### src/verilog/pic_defines.svh
// Constants for the priority interrupt controller: register offsets,
// field positions, source numbers and reset values.
// Assumes inclusion by bare name from the design files.
`ifndef PIC_DEFINES_SVH
`define PIC_DEFINES_SVH

// ----------------------------------------------------------------
// Register offsets (8-bit address space)
// ----------------------------------------------------------------
`define PIC_OFS_ENABLE_LO 8'h00
`define PIC_OFS_ENABLE_HI 8'h01
`define PIC_OFS_PRIO_LO 8'h02
`define PIC_OFS_PRIO_HI 8'h03
`define PIC_OFS_CTRL 8'h04
`define PIC_OFS_FLAG_LO 8'h05
`define PIC_OFS_FLAG_HI 8'h06
`define PIC_OFS_STATUS 8'h07
`define PIC_OFS_EVT 8'h08
`define PIC_OFS_EVT_MASK 8'h09
`define PIC_OFS_WB_INDEX 8'h0A
`define PIC_OFS_WB_VALUE 8'h0B

// ----------------------------------------------------------------
// Control register fields
// ----------------------------------------------------------------
`define PIC_CTRL_GIE 0
`define PIC_CTRL_PFE 1
`define PIC_CTRL_IT0 2
`define PIC_CTRL_IT1 3

// ----------------------------------------------------------------
// Wire bus master internal register indexes
// ----------------------------------------------------------------
`define PIC_WB_IDX_ENABLE 3'h0
`define PIC_WB_IDX_FLAGS 3'h1
`define PIC_WB_GIE_BIT 7

// ----------------------------------------------------------------
// Source numbers (natural priority)
// ----------------------------------------------------------------
`define PIC_SRC_PF 0
`define PIC_SRC_EXT0 1
`define PIC_SRC_TMR0 2
`define PIC_SRC_EXT1 3
`define PIC_SRC_TMR1 4
`define PIC_SRC_GRP 8

// ----------------------------------------------------------------
// Reset values
// ----------------------------------------------------------------
`define PIC_RST_BYTE 8'h00
`define PIC_RST_VEC 8'h00

`endif

### src/verilog/pic_pkg.sv
// Types shared by the priority interrupt controller files.
// Assumes pic_defines.svh holds the numeric constants.
package pic_pkg;
  // Service level of the routine currently running
  typedef enum logic [1:0] {PIC_LVL_NONE, PIC_LVL_LOW, PIC_LVL_HIGH, PIC_LVL_TOP} pic_level_e;
  // One bit per source
  typedef logic [15:0] pic_src_t;
  // Vector address
  typedef logic [7:0] pic_vec_t;
endpackage : pic_pkg

### src/verilog/pic_wirebus_irq.sv
// Wire bus master interrupt block: internal enable and flag registers,
// reached only through an index/value register pair.
// Assumes the caller decodes the two port registers.
`timescale 1ns/100ps
`include "pic_defines.svh"

module pic_wirebus_irq
(
  // Clock and reset
  input wire logic clk,
  input wire logic reset_n,
  // Bus master event sources
  input wire logic [6:0] evt,
  // Index/value port access
  input wire logic idx_wr,
  input wire logic val_wr,
  input wire logic [7:0] wdata,
  output logic [7:0] val_rd,
  // Merged request out and global enable
  output logic request,
  output logic wb_enable
);
  import pic_pkg::*;

  // Selected internal register
  logic [2:0] index_q;
  // Enable register: global enable in bit 7
  logic [7:0] enable_q;
  // Per-source flags
  logic [6:0] flags_q;

  // ----------------------------------------------------------------
  // Index register
  // ----------------------------------------------------------------
  always_ff @(posedge clk or negedge reset_n)
  begin
    if (!reset_n)
      index_q <= 3'h0;
    else if (idx_wr)
      index_q <= wdata[2:0];
  end

  // Enable register, written only indirectly
  always_ff @(posedge clk or negedge reset_n)
  begin
    if (!reset_n)
      enable_q <= `PIC_RST_BYTE;
    else if (val_wr && index_q == `PIC_WB_IDX_ENABLE)
      enable_q <= wdata;
  end

  // Flags: set wins over write-one-to-clear
  always_ff @(posedge clk or negedge reset_n)
  begin
    if (!reset_n)
      flags_q <= 7'h00;
    else if (val_wr && index_q == `PIC_WB_IDX_FLAGS)
      flags_q <= (flags_q & ~wdata[6:0]) | evt;
    else
      flags_q <= flags_q | evt;
  end

  // Indirect read mux
  always_comb
  begin
    unique case (index_q)
      `PIC_WB_IDX_ENABLE: val_rd = enable_q;
      `PIC_WB_IDX_FLAGS: val_rd = {1'b0, flags_q};
      default: val_rd = 8'h00;
    endcase
  end

  assign wb_enable = enable_q[`PIC_WB_GIE_BIT];
  assign request = wb_enable && |(flags_q & enable_q[6:0]);
endmodule : pic_wirebus_irq

### src/verilog/pic_top.sv
// Priority interrupt controller top: sixteen sources, three levels,
// vectoring, auto-clear on entry, register port and event interrupt.
// Assumes a CPU core that acknowledges vectors and signals returns.
//
// Summary of operation
// - Sixteen sources, three priority levels arbitrated
// - Maskable source needs own and global enable
// - Global enable clear blocks all maskables
// - Power-fail alone at top, no global gate
// - Priority bit one means high priority
// - Ties go to lowest natural number
// - Ext two-five and bus master share vector
// - Bus master enable overrides ext five
// - Timer zero/one flags clear on entry
// - Edge ext0/ext1 flags clear on entry
// - Level ext0/ext1 flags follow pin
// - Bus master enables reached indirectly only
// - Bus master flags reached indirectly only
//
// Design decisions made here: the register addresses and strobed register access.
`timescale 1ns/100ps
`include "pic_defines.svh"

module pic_top
(
  // Clock and reset
  input wire logic CLK,
  input wire logic RESET_N,
  // Register port
  input wire logic [7:0] ADDR,
  input wire logic [7:0] WDATA,
  input wire logic WR,
  input wire logic RD,
  output logic [7:0] RDATA,
  // Ext0/ext1 pins (active high request level) and group pins 2..5
  input wire logic EXT0_PIN,
  input wire logic EXT1_PIN,
  input wire logic [3:0] EXT_GROUP_PIN,
  // Peripheral event pulses; index = natural priority, 0 is power-fail
  input wire pic_pkg::pic_src_t SRC_EVENT,
  // Wire bus master events
  input wire logic [6:0] WIREBUS_EVENT,
  // CPU handshake
  input wire logic CPU_ACK,
  input wire logic CPU_RETI,
  output logic CPU_IRQ,
  output pic_pkg::pic_vec_t CPU_VECTOR,
  output pic_pkg::pic_level_e CPU_LEVEL,
  // Event interrupt
  output logic IRQ
);
  import pic_pkg::*;

  // ----------------------------------------------------------------
  // Registers
  // ----------------------------------------------------------------
  logic [15:0] enable_q; // Per-source enables, bit 0 unused
  logic [15:0] prio_q; // Per-source priority bits, bit 0 unused
  logic [3:0] ctrl_q; // Global, power-fail enable, edge modes
  logic [15:0] flag_q; // Latched request flags
  logic [2:0] evt_q; // Sticky events: grant, preempt, return
  logic [2:0] evt_mask_q; // Event mask
  logic [2:0] stack_q; // In-service levels: low, high, top
  logic ext0_pin_q; // Previous pin levels for edge detect
  logic ext1_pin_q;
  logic [3:0] grp_pin_q;
  logic [3:0] grp_flag_q; // Flags for ext2..ext5
  logic [7:0] rdata_q;
  logic irq_q;
  logic cpu_irq_q;
  pic_vec_t vector_q;
  pic_level_e level_q;
  logic [3:0] grant_src_q; // Source number of the granted request

  // Wire bus master links
  logic wb_request;
  logic wb_enable;
  logic [7:0] wb_rd;
  logic wb_idx_wr;
  logic wb_val_wr;

  assign wb_idx_wr = WR && ADDR == `PIC_OFS_WB_INDEX;
  assign wb_val_wr = WR && ADDR == `PIC_OFS_WB_VALUE;

  pic_wirebus_irq u_wirebus
  (
    .clk(CLK),
    .reset_n(RESET_N),
    .evt(WIREBUS_EVENT),
    .idx_wr(wb_idx_wr),
    .val_wr(wb_val_wr),
    .wdata(WDATA),
    .val_rd(wb_rd),
    .request(wb_request),
    .wb_enable(wb_enable)
  );

  // ----------------------------------------------------------------
  // Control registers written by software
  // ----------------------------------------------------------------
  always_ff @(posedge CLK or negedge RESET_N)
  begin
    if (!RESET_N)
    begin
      enable_q <= 16'h0000;
      prio_q <= 16'h0000;
      ctrl_q <= 4'h0;
      evt_mask_q <= 3'h0;
    end
    else if (WR)
    begin
      unique case (ADDR)
        `PIC_OFS_ENABLE_LO: enable_q[7:0] <= WDATA;
        `PIC_OFS_ENABLE_HI: enable_q[15:8] <= WDATA;
        `PIC_OFS_PRIO_LO: prio_q[7:0] <= WDATA;
        `PIC_OFS_PRIO_HI: prio_q[15:8] <= WDATA;
        `PIC_OFS_CTRL: ctrl_q <= WDATA[3:0];
        `PIC_OFS_EVT_MASK: evt_mask_q <= WDATA[2:0];
        default: ;
      endcase
    end
  end

  // ----------------------------------------------------------------
  // Group sources 2..5: latched on rising pin, write one to clear
  // ----------------------------------------------------------------
  logic [3:0] grp_rise;
  assign grp_rise = EXT_GROUP_PIN & ~grp_pin_q;

  always_ff @(posedge CLK or negedge RESET_N)
  begin
    if (!RESET_N)
    begin
      grp_pin_q <= 4'h0;
      grp_flag_q <= 4'h0;
    end
    else
    begin
      grp_pin_q <= EXT_GROUP_PIN;
      if (WR && ADDR == `PIC_OFS_STATUS)
        grp_flag_q <= (grp_flag_q & ~WDATA[7:4]) | grp_rise;
      else
        grp_flag_q <= grp_flag_q | grp_rise;
    end
  end

  // Merged ext5/bus master line, bus master wins when enabled
  logic ext5_line;
  assign ext5_line = wb_enable ? wb_request : grp_flag_q[3];
  logic group_req;
  assign group_req = |grp_flag_q[2:0] | ext5_line;

  // ----------------------------------------------------------------
  // Source flags: set wins, software clear, hardware clear on entry for timers and edge ext0/ext1
  // ----------------------------------------------------------------
  logic ext0_set;
  logic ext1_set;
  logic entry;
  assign ext0_set = ctrl_q[`PIC_CTRL_IT0] ? (EXT0_PIN && !ext0_pin_q) : 1'b0;
  assign ext1_set = ctrl_q[`PIC_CTRL_IT1] ? (EXT1_PIN && !ext1_pin_q) : 1'b0;
  assign entry = CPU_ACK && cpu_irq_q;

  always_ff @(posedge CLK or negedge RESET_N)
  begin
    if (!RESET_N)
    begin
      ext0_pin_q <= 1'b0;
      ext1_pin_q <= 1'b0;
    end
    else
    begin
      ext0_pin_q <= EXT0_PIN;
      ext1_pin_q <= EXT1_PIN;
    end
  end

  // Flag array, one generate entry per source
  logic [15:0] sw_clr;
  assign sw_clr = {(WR && ADDR == `PIC_OFS_FLAG_HI) ? WDATA : 8'h00,
                   (WR && ADDR == `PIC_OFS_FLAG_LO) ? WDATA : 8'h00};

  for (genvar i = 0; i < 16; i++)
  begin : g_flag
    logic set_i;
    logic hw_clr_i;
    if (i == `PIC_SRC_EXT0)
    begin : g_e0
      assign set_i = ext0_set | SRC_EVENT[i];
      assign hw_clr_i = entry && grant_src_q == 4'(i) && ctrl_q[`PIC_CTRL_IT0];
    end
    else if (i == `PIC_SRC_EXT1)
    begin : g_e1
      assign set_i = ext1_set | SRC_EVENT[i];
      assign hw_clr_i = entry && grant_src_q == 4'(i) && ctrl_q[`PIC_CTRL_IT1];
    end
    else if (i == `PIC_SRC_TMR0 || i == `PIC_SRC_TMR1)
    begin : g_tm
      assign set_i = SRC_EVENT[i];
      assign hw_clr_i = entry && grant_src_q == 4'(i);
    end
    else
    begin : g_sw
      assign set_i = SRC_EVENT[i];
      assign hw_clr_i = 1'b0;
    end

    always_ff @(posedge CLK or negedge RESET_N)
    begin
      if (!RESET_N)
        flag_q[i] <= 1'b0;
      else if (set_i)
        flag_q[i] <= 1'b1;
      else if (sw_clr[i] || hw_clr_i)
        flag_q[i] <= 1'b0;
    end
  end

  // Effective request vector; level-mode ext0/ext1 follow the pin
  logic [15:0] req;
  always_comb
  begin
    req = flag_q;
    req[`PIC_SRC_EXT0] = ctrl_q[`PIC_CTRL_IT0] ? flag_q[`PIC_SRC_EXT0] : EXT0_PIN;
    req[`PIC_SRC_EXT1] = ctrl_q[`PIC_CTRL_IT1] ? flag_q[`PIC_SRC_EXT1] : EXT1_PIN;
    req[`PIC_SRC_GRP] = group_req;
  end

  // ----------------------------------------------------------------
  // Arbitration
  // ----------------------------------------------------------------
  logic [15:0] live;
  logic [15:0] hi_set;
  logic [15:0] lo_set;
  logic pf_live;
  assign pf_live = req[`PIC_SRC_PF] && ctrl_q[`PIC_CTRL_PFE];
  assign live = req & enable_q & {16{ctrl_q[`PIC_CTRL_GIE]}};
  assign hi_set = live & prio_q & 16'hFFFE;
  assign lo_set = live & ~prio_q & 16'hFFFE;

  // Lowest set index wins
  function automatic logic [3:0] pic_first(input logic [15:0] v);
    pic_first = 4'h0;
    for (int k = 15; k >= 0; k--)
      if (v[k])
        pic_first = 4'(k);
  endfunction : pic_first

  // Fixed vector table
  function automatic pic_vec_t pic_vector(input logic [3:0] s);
    pic_vec_t t [16] = '{8'h33, 8'h03, 8'h0B, 8'h13, 8'h1B, 8'h23, 8'h2B, 8'h3B,
                         8'h43, 8'h4B, 8'h53, 8'h5B, 8'h6B, 8'h73, 8'h63, 8'h7B};
    pic_vector = t[s];
  endfunction : pic_vector

  logic cand_valid;
  logic [3:0] cand_src;
  pic_level_e cand_lvl;
  always_comb
  begin
    cand_valid = 1'b0;
    cand_src = 4'h0;
    cand_lvl = PIC_LVL_NONE;
    if (pf_live && !stack_q[2])
    begin
      cand_valid = 1'b1;
      cand_lvl = PIC_LVL_TOP;
    end
    else if (|hi_set && stack_q[2:1] == 2'b00)
    begin
      cand_valid = 1'b1;
      cand_src = pic_first(hi_set);
      cand_lvl = PIC_LVL_HIGH;
    end
    else if (|lo_set && stack_q == 3'b000)
    begin
      cand_valid = 1'b1;
      cand_src = pic_first(lo_set);
      cand_lvl = PIC_LVL_LOW;
    end
  end

  // Request to CPU, held until acknowledged
  always_ff @(posedge CLK or negedge RESET_N)
  begin
    if (!RESET_N)
    begin
      cpu_irq_q <= 1'b0;
      vector_q <= `PIC_RST_VEC;
      level_q <= PIC_LVL_NONE;
      grant_src_q <= 4'h0;
    end
    else if (entry)
      cpu_irq_q <= 1'b0;
    else if (!cpu_irq_q && cand_valid)
    begin
      cpu_irq_q <= 1'b1;
      vector_q <= pic_vector(cand_src);
      level_q <= cand_lvl;
      grant_src_q <= cand_src;
    end
  end

  // In-service levels; return retires the highest
  always_ff @(posedge CLK or negedge RESET_N)
  begin
    if (!RESET_N)
      stack_q <= 3'b000;
    else if (entry)
      stack_q[level_q - 2'd1] <= 1'b1;
    else if (CPU_RETI)
    begin
      if (stack_q[2])
        stack_q[2] <= 1'b0;
      else if (stack_q[1])
        stack_q[1] <= 1'b0;
      else
        stack_q[0] <= 1'b0;
    end
  end

  // ----------------------------------------------------------------
  // Events: grant, preemption, return; read clears, set wins
  // ----------------------------------------------------------------
  logic [2:0] evt_set;
  assign evt_set = {CPU_RETI, entry && |stack_q, entry};

  always_ff @(posedge CLK or negedge RESET_N)
  begin
    if (!RESET_N)
      evt_q <= 3'h0;
    else if (RD && ADDR == `PIC_OFS_EVT)
      evt_q <= evt_set;
    else
      evt_q <= evt_q | evt_set;
  end

  always_ff @(posedge CLK or negedge RESET_N)
  begin
    if (!RESET_N)
      irq_q <= 1'b0;
    else
      irq_q <= |(evt_q & evt_mask_q);
  end

  // ----------------------------------------------------------------
  // Read data, valid the cycle after RD
  // ----------------------------------------------------------------
  always_ff @(posedge CLK or negedge RESET_N)
  begin
    if (!RESET_N)
      rdata_q <= 8'h00;
    else if (RD)
    begin
      unique case (ADDR)
        `PIC_OFS_ENABLE_LO: rdata_q <= enable_q[7:0];
        `PIC_OFS_ENABLE_HI: rdata_q <= enable_q[15:8];
        `PIC_OFS_PRIO_LO: rdata_q <= prio_q[7:0];
        `PIC_OFS_PRIO_HI: rdata_q <= prio_q[15:8];
        `PIC_OFS_CTRL: rdata_q <= {4'h0, ctrl_q};
        `PIC_OFS_FLAG_LO: rdata_q <= req[7:0];
        `PIC_OFS_FLAG_HI: rdata_q <= req[15:8];
        `PIC_OFS_STATUS: rdata_q <= {grp_flag_q, 1'b0, stack_q};
        `PIC_OFS_EVT: rdata_q <= {5'h00, evt_q};
        `PIC_OFS_EVT_MASK: rdata_q <= {5'h00, evt_mask_q};
        `PIC_OFS_WB_VALUE: rdata_q <= wb_rd;
        default: rdata_q <= 8'h00;
      endcase
    end
    else
      rdata_q <= 8'h00;
  end

  assign RDATA = rdata_q;
  assign IRQ = irq_q;
  assign CPU_IRQ = cpu_irq_q;
  assign CPU_VECTOR = vector_q;
  assign CPU_LEVEL = level_q;
endmodule : pic_top

### config.mk
export PLATFORM = sky130hd
export DESIGN_NAME = pic_top
export DESIGN_NICKNAME = d
export VERILOG_FILES = /design/src/verilog/pic_pkg.sv /design/src/verilog/pic_wirebus_irq.sv /design/src/verilog/pic_top.sv
export VERILOG_INCLUDE_DIRS = /design/src /design/src/verilog
export SDC_FILE = /design/constraint.sdc
export NUM_CORES = 1
export LEC_CHECK = 0
export ABC_AREA = 1
export BUFFER_PORTS_ARGS = -buffer_cell sky130_fd_sc_hd__buf_2
export CAP_MARGIN = 20
export CORE_ASPECT_RATIO = 1.4
export CORE_UTILIZATION = 30
export CTS_CLUSTER_SIZE = 28
export DETAILED_ROUTE_END_ITERATION = 10
export GPL_TIMING_DRIVEN = 0
export HOLD_SLACK_MARGIN = 0.03
export PLACE_DENSITY = 0.51
export SLEW_MARGIN = 5
export SYNTH_ARGS = -nofsm -noshare
export SYNTH_HDL_FRONTEND = slang
export SYNTH_SLANG_ARGS = --single-unit
### constraint.sdc
create_clock -name CLK -period 5.2 [get_ports CLK]
set_clock_uncertainty 0.15 [all_clocks]
set_input_delay 0.52 -clock CLK [delete_from_list [all_inputs] [get_ports CLK]]
set_output_delay 0.52 -clock CLK [all_outputs]
set_load 0.05 [all_outputs]
==> flow_summary.toml, run 1 <==
[placement]
dp_hpwl_um = 13400
dp_slack_ps = 2160
io_buffer_count = 67
placed_cells = 1041
gp_congestion = 0.875

[synth]
synth_ff_type = "dfrtp_1"
yosysWarnings = 0
synth_seq_cells = 108
yosysTopAreaCell = "dfrtp_1"
synth_cell_types = 43
synth_area_leaders = "dfrtp_1 (48%), nand2_1 (12%), o21ai_0 (7.3%), inv_1 (7.1%), nor2_1 (4.2%)"
async_flop_share_pct = 100
synth_edf_count = 0
syn_area_per_cell_um2 = 7.81
yosysSeqAreaShare_pct = 47.6
syn-instance-count = 728
synth_top_area_share_pct = 47.6
synth_area_um2 = 5680

[route]
wirelength_met1_um = 7190
vias = 5068
ant_nets = 0
route.detailed.drc = 0
dr.pass1.iters = 5
wl_per_cell_um = 16.4
routed_wl_um = 17400
wl_met3_um = 569
drtIter0Drc = 331
drt-vias-per-instance = 4.79
top_layer = "met4"
wl_met2_um = 9160

[power]
max-vdd-ir-drop_uv = 147
swShare_pct = 28.5
power.leakage_nw = 3.28
design_power_total_mw = 1.95
seq_power_share_pct = 47.1
p_per_area_nw_per_um2 = 290
comb_power_share_pct = 13.2
p_sw_uw = 554
intPower_mw = 1.39
pwr-share-clk_pct = 39.6

[sta]
slew_headroom_pct = 27.8
hold_viol = 0
max_freq_mhz = 332
tightest_slew_ps = 1070
setup_viol = 0
post-route-min-period_ps = 3010
fin_ws_ps = 2190
fin_tns_setup_ps = 0
rsz0062_at_grt = "no"
fin_crit_sh_pct = 58.0
finalMaxSlewViolations = 0

[critical_path]
worst-path-max-fanout = 5
required_ps = 5350
timing.rr.start = "ctrl_q[3]"
critPathKind = "flop to flop"
worstPathArrival_ps = 3160
end_kind = "flop"
worst-r2r-setup-slack_ps = 2190
startpoint = "ctrl_q[3]"
start_kind = "flop"

[final_layout]
drive_gt1_share_pct = 15.1
synthToLayoutAreaGrowth_pct = 17.9
fin_nets = 864
fill_cells = 2068
multi_input_area_um2 = 2450
diodes = 0
regArea_um2 = 2700
instances_no_fill = 1058

[floorplan]
die_y_um = 165
initial_core_util_pct = 30.5
ios = 71
core.rowCount = 59
core-area_um2 = 18600
die_width_um = 118
dieArea_um2 = 19500

[grt]
grt_max_degree = 73
grt_pass1_wl_um = 27700
grt_overflow_total = 0
antenna_found_initial = 0
grt_pass1_vias = 5094
grtUsageTotal_pct = 18.8

[hold_path]
hp-class = "primary input to flop"
min_from = "EXT_GROUP_PIN[0]"

[cts]
cts.sink_count = 108
cts_buffer_depth = 2
post_cts_buffers = 0
numCtsBuffers = 9
root_buffer = "clkbuf_16"
cts.clk_slew.worst_paths_ps = 80
cts_max_level = 3
clk_latency_ps = 370
cts_tree = "built"

[job]
cap_violations = 0

[outcome]
outcome = "complete, no violations"
[routing by layer]
metal  GRT usage [%]  vias up
li1                -     2534
met1            21.3     2400
met2            35.3      105
met3            2.49       29
met4            7.58        0
met5               0        -
[cell families (layout without fill, tap and decap cells)]
family	Yosys count	count (layout)	synth area share, %
AO/OA/AOI/OAI	167	167	17.6
adder cells (fa/ha/maj)	4	4	0.881
buffers and inverters	131	216	9.34
flip-flops	108	108	47.6
other	1	2	0.0660
AND/OR/NAND/NOR	317	317	24.6
[power by group through the flow]
stage	registers (mW)	clock network [mW]	logic, mW
after floorplan	0.994	0	0.0979
after global placement	0.933	0	0.257
after detailed placement	0.934	0	0.261
after CTS	0.917	0.780	0.262
after global routing	0.923	0.807	0.285
final	0.917	0.771	0.258
[per-stage QoR]
stage | util [%] | instance area (µm²) | hold WS [ps]
after global placement | 34.0 | 6330 | 254
after floorplan | - | 5690 | 74.4
after CTS | 36.0 | 6700 | 119
after global routing | 36.0 | 6700 | 120
after detailed placement | 34.2 | 6360 | 260
final | 36.0 | 6700 | 124
[cell type report]
| class | count | share of cell area [%] |
|---|---|---|
| inverters | 115 | 6.44 |
| well taps | 244 | 4.56 |
| multi-input cells | 490 | 36.6 |
| clock buffers | 11 | 3.62 |
| repair buffers | 69 | 5.66 |
| clock inverters | 5 | 1.25 |
| flip-flops and latches | 108 | 40.4 |
| plain buffers | 16 | 1.48 |
[cells in the mapped netlist, types with 2 or more instances]
library cell / instances
nor2_2: 5
nor3_1: 9
a31oi_1: 8
o31ai_1: 3
a21oi_1: 15
o22ai_1: 9
nand3_1: 19
inv_1: 108
nand2_1: 184
o21bai_1: 13
nand4_1: 17
o21ai_0: 83
buf_4: 4
nor2_1: 64
nand3_2: 5
nand2_4: 3
a221oi_1: 15
nand2_2: 2
dfrtp_1: 108
clkbuf_1: 7
inv_2: 7
o21ai_1: 14
ha_1: 4
buf_6: 3
[layout by cell type (no fill, tap or decap), drive strengths merged, types with 3 or more instances in the layout]
cell type	Yosys	routed
nor4	3	3
a21oi	16	16
buf	9	77
nand3	24	24
nor3	10	10
clkbuf	7	18
a221oi	15	15
o21ai	98	98
dfrtp	108	108
ha	4	4
o21bai	13	13
a31oi	9	9
o31ai	3	3
nand4	17	17
nand2	189	189
inv	115	116
nor2	70	70
o22ai	9	9
[worst max-delay path, cell delays in order, from the launching register on]
cell	delay, ps
dfrtp_1	400
inv_1	170
nand2_1	70
o21ai_1	230
nand4_1	180
nand2_1	90
inv_1	50
nand2_1	70
nor2_1	60
nand3_2	60
nand2_2	80
inv_1	120
nand2_4	60
inv_2	70
nand3_1	70
o31ai_1	90
nand2_1	210
ha_1	340
a21oi_1	160
nand2_1	80
a21oi_2	100
[state kept, by name, indices dropped and copies added, names as in the netlist, 4 cells and up]
register / flops
u_wirebus.flags_q: 7
CPU_VECTOR: 5
flag_q: 15
grp_pin_q: 4
grp_flag_q: 4
ctrl_q: 4
u_wirebus.enable_q: 8
enable_q: 16
RDATA: 8
prio_q: 16
[repair_timing]
item,4_1_cts,5_1_grt
resized for setup,0,0
endpoints found under the hold margin,36,0
hold buffers,1,0
[worst paths after layout]
check,to,depth (start not counted)
worst max-delay path,CPU_VECTOR[3],20
worst min-delay path,grp_pin_q[0],1
worst max register to register,CPU_VECTOR[3],20
worst min register to register,grp_flag_q[0],1
max in group asynchronous,grp_flag_q[2],3
min in group asynchronous,flag_q[1],2
No activity file was read; power rests on OpenSTA's default activity.
==> run 2, diff against run 1 <==
==> constraint.sdc (replaced) <==
create_clock -name CLK -period 2.9 [get_ports CLK]
set_clock_uncertainty 0.15 [all_clocks]
set_input_delay 0.29 -clock CLK [delete_from_list [all_inputs] [get_ports CLK]]
set_output_delay 0.29 -clock CLK [all_outputs]
set_load 0.05 [all_outputs]
==> flow_summary.toml, run 2 (synthesis results as in run 1) <==
[power]
p_per_area_nw_per_um2 = 487
power.leakage_nw = 3.47
intPower_mw = 2.53
swShare_pct = 28.3
comb_power_share_pct = 14.5
p_sw_mw = 1.00
max-vdd-ir-drop_uv = 243
pwr-share-clk_pct = 39.0
seq_power_share_pct = 46.6
design_power_total_mw = 3.53

[floorplan]
die_width_um = 118
die_y_um = 165
dieArea_um2 = 19500
ios = 71
core-area_um2 = 18600
initial_core_util_pct = 30.5
core.rowCount = 59

[hold_path]
hp-class = "primary input to flop"
min_path_cells = 4
min_from = "WDATA[1]"

[grt]
grt_max_degree = 73
grt_pass1_vias = 5176
antenna_found_initial = 0
grtUsageTotal_pct = 19.0
grt_pass1_wl_um = 28000
grt_overflow_total = 0

[final_layout]
regArea_um2 = 2700
fill_cells = 2025
layout.cells.most_common = "nand2_1"
synthToLayoutAreaGrowth_pct = 27.7
final_area_um2 = 7260
multi_input_area_um2 = 2600
drive_gt1_share_pct = 18.1
final_cell_mix = "nand2_1 (180), dfrtp_1 (108), inv_1 (107)"
fin_nets = 905
largestRegisters = "enable_q x16, prio_q x16, flag_q x15"
diodes = 0

[cts]
cts_max_level = 3
root_buffer = "clkbuf_16"
cts_tree = "built"
numCtsBuffers = 9
cts_buffer_depth = 2
clk_latency_ps = 370
cts.sink_count = 108
cts.clk_slew.worst_paths_ps = 70

[route]
routed_wl_um = 17900
wl_per_cell_um = 16.3
dr.pass1.iters = 5
route.detailed.drc = 0
drt-vias-per-instance = 4.80
drtIter0Drc = 395
vias = 5279
ant_nets = 0

[placement]
io_buffer_count = 67
gp_congestion = 0.875
dp_hpwl_um = 13400
dpl_cell_area_um2 = 6360

[sta]
post-route-min-period_ps = 2880
max_freq_mhz = 347
rsz0062_at_grt = "yes"
setup_viol = 0
slew_headroom_pct = 28.5
finalMaxSlewViolations = 0
fin_crit_sh_pct = 99.5
tightest_slew_ps = 1060
whs_ps = 78.5
hold_viol = 0

[outcome]
outcome = "complete, no violations"

[critical_path]
worst-path-max-fanout = 5
end_kind = "flop"
start_kind = "flop"
startpoint = "ctrl_q[0]"
reg2reg_depth = 21
worstPathArrival_ps = 2990
required_ps = 3010
timing.rr.start = "ctrl_q[0]"
critPathKind = "flop to flop"

[job]
cap_violations = 0
-- run 2: cell types whose count changed in the layout (fill, tap and decap cells not counted), moves of 2 or more --
cell	before	now
ha_4	0	3
nand3_1	19	15
nand2_2	2	5
a21oi_1	15	12
ha_1	4	0
a21oi_2	1	4
nand3_2	5	8
dlygate4sd3_1	1	32
inv_4	0	2
buf_4	4	10
nor2_4	1	3
nand2_1	184	180
nor2_1	64	61
-- run 2: layout make-up --
type | count | area share [%]
Inverter | 115 | 6.02
Clock buffer | 11 | 3.34
Multi-Input combinational cell | 490 | 35.8
Buffer | 16 | 1.41
Tap cell | 244 | 4.21
Sequential cell | 108 | 37.2
Timing Repair Buffer | 110 | 10.8
Clock inverter | 5 | 1.16
-- run 2: worst max-delay path, cell delays in order, from the launching register on --
cell	delay (ps)
dfrtp_1	430
buf_6	170
buf_8	120
buf_4	130
nand4_1	110
nand2_1	90
nor2_1	110
and3_1	220
nand3_2	90
nand2_2	100
inv_1	80
nand2_4	80
inv_4	40
nand3_4	60
o31ai_4	70
nand2_2	120
buf_6	150
inv_4	40
ha_4	130
nand3b_4	140
nand3_2	80
a21oi_2	50
-- run 2: final timing paths --
kind	slack (ps)	endpoint
hold reg to reg	260	grp_flag_q[0]
hold / removal	80	flag_q[1]
max in group asynchronous	1670	grp_flag_q[2]
setup / recovery	20	CPU_VECTOR[3]
setup reg to reg	20	CPU_VECTOR[3]
min in group asynchronous	240	flag_q[1]
-- run 2: power groups by stage --
stage / Sequential [mW] / Combinational, mW / Clock [mW]
6_report: 1.64 / 0.511 / 1.38
5_1_grt: 1.66 / 0.560 / 1.45
4_1_cts: 1.64 / 0.502 / 1.40
3_5_place_dp: 1.67 / 0.468 / 0
3_3_place_gp: 1.67 / 0.460 / 0
2_1_floorplan: 1.78 / 0.176 / 0
-- run 2: timing repair --
action,CTS,global route
endpoints found under the hold margin,73,0
buffers inserted,1,7
setup endpoints to repair,2,3
cloned,0,2
hold buffers,32,0
resized for setup,2,33
pin swaps,0,11
-- run 2: routing by layer --
layer	wire [µm]	vias up	GRT usage (%)	share of wire (%)
li1	-	2616	-	-
met1	7430	2519	21.5	41
met2	9580	115	35.8	53
met3	484	29	2.42	2.7
met4	423	0	7.58	2.4
met5	0	-	0	0
-- run 2: per-stage QoR --
stage          worst slack [ps]  setup TNS [ps]  util [%]  instances
6_report                   15.4               0      39.0       1099
3_3_place_gp              -92.7            -216      34.0       1040
4_1_cts                    4.97               0      37.7       1090
5_1_grt                    -155            -311      39.0       1099
3_5_place_dp              -89.7           -98.3      34.2       1041
2_1_floorplan               380               0         -        729
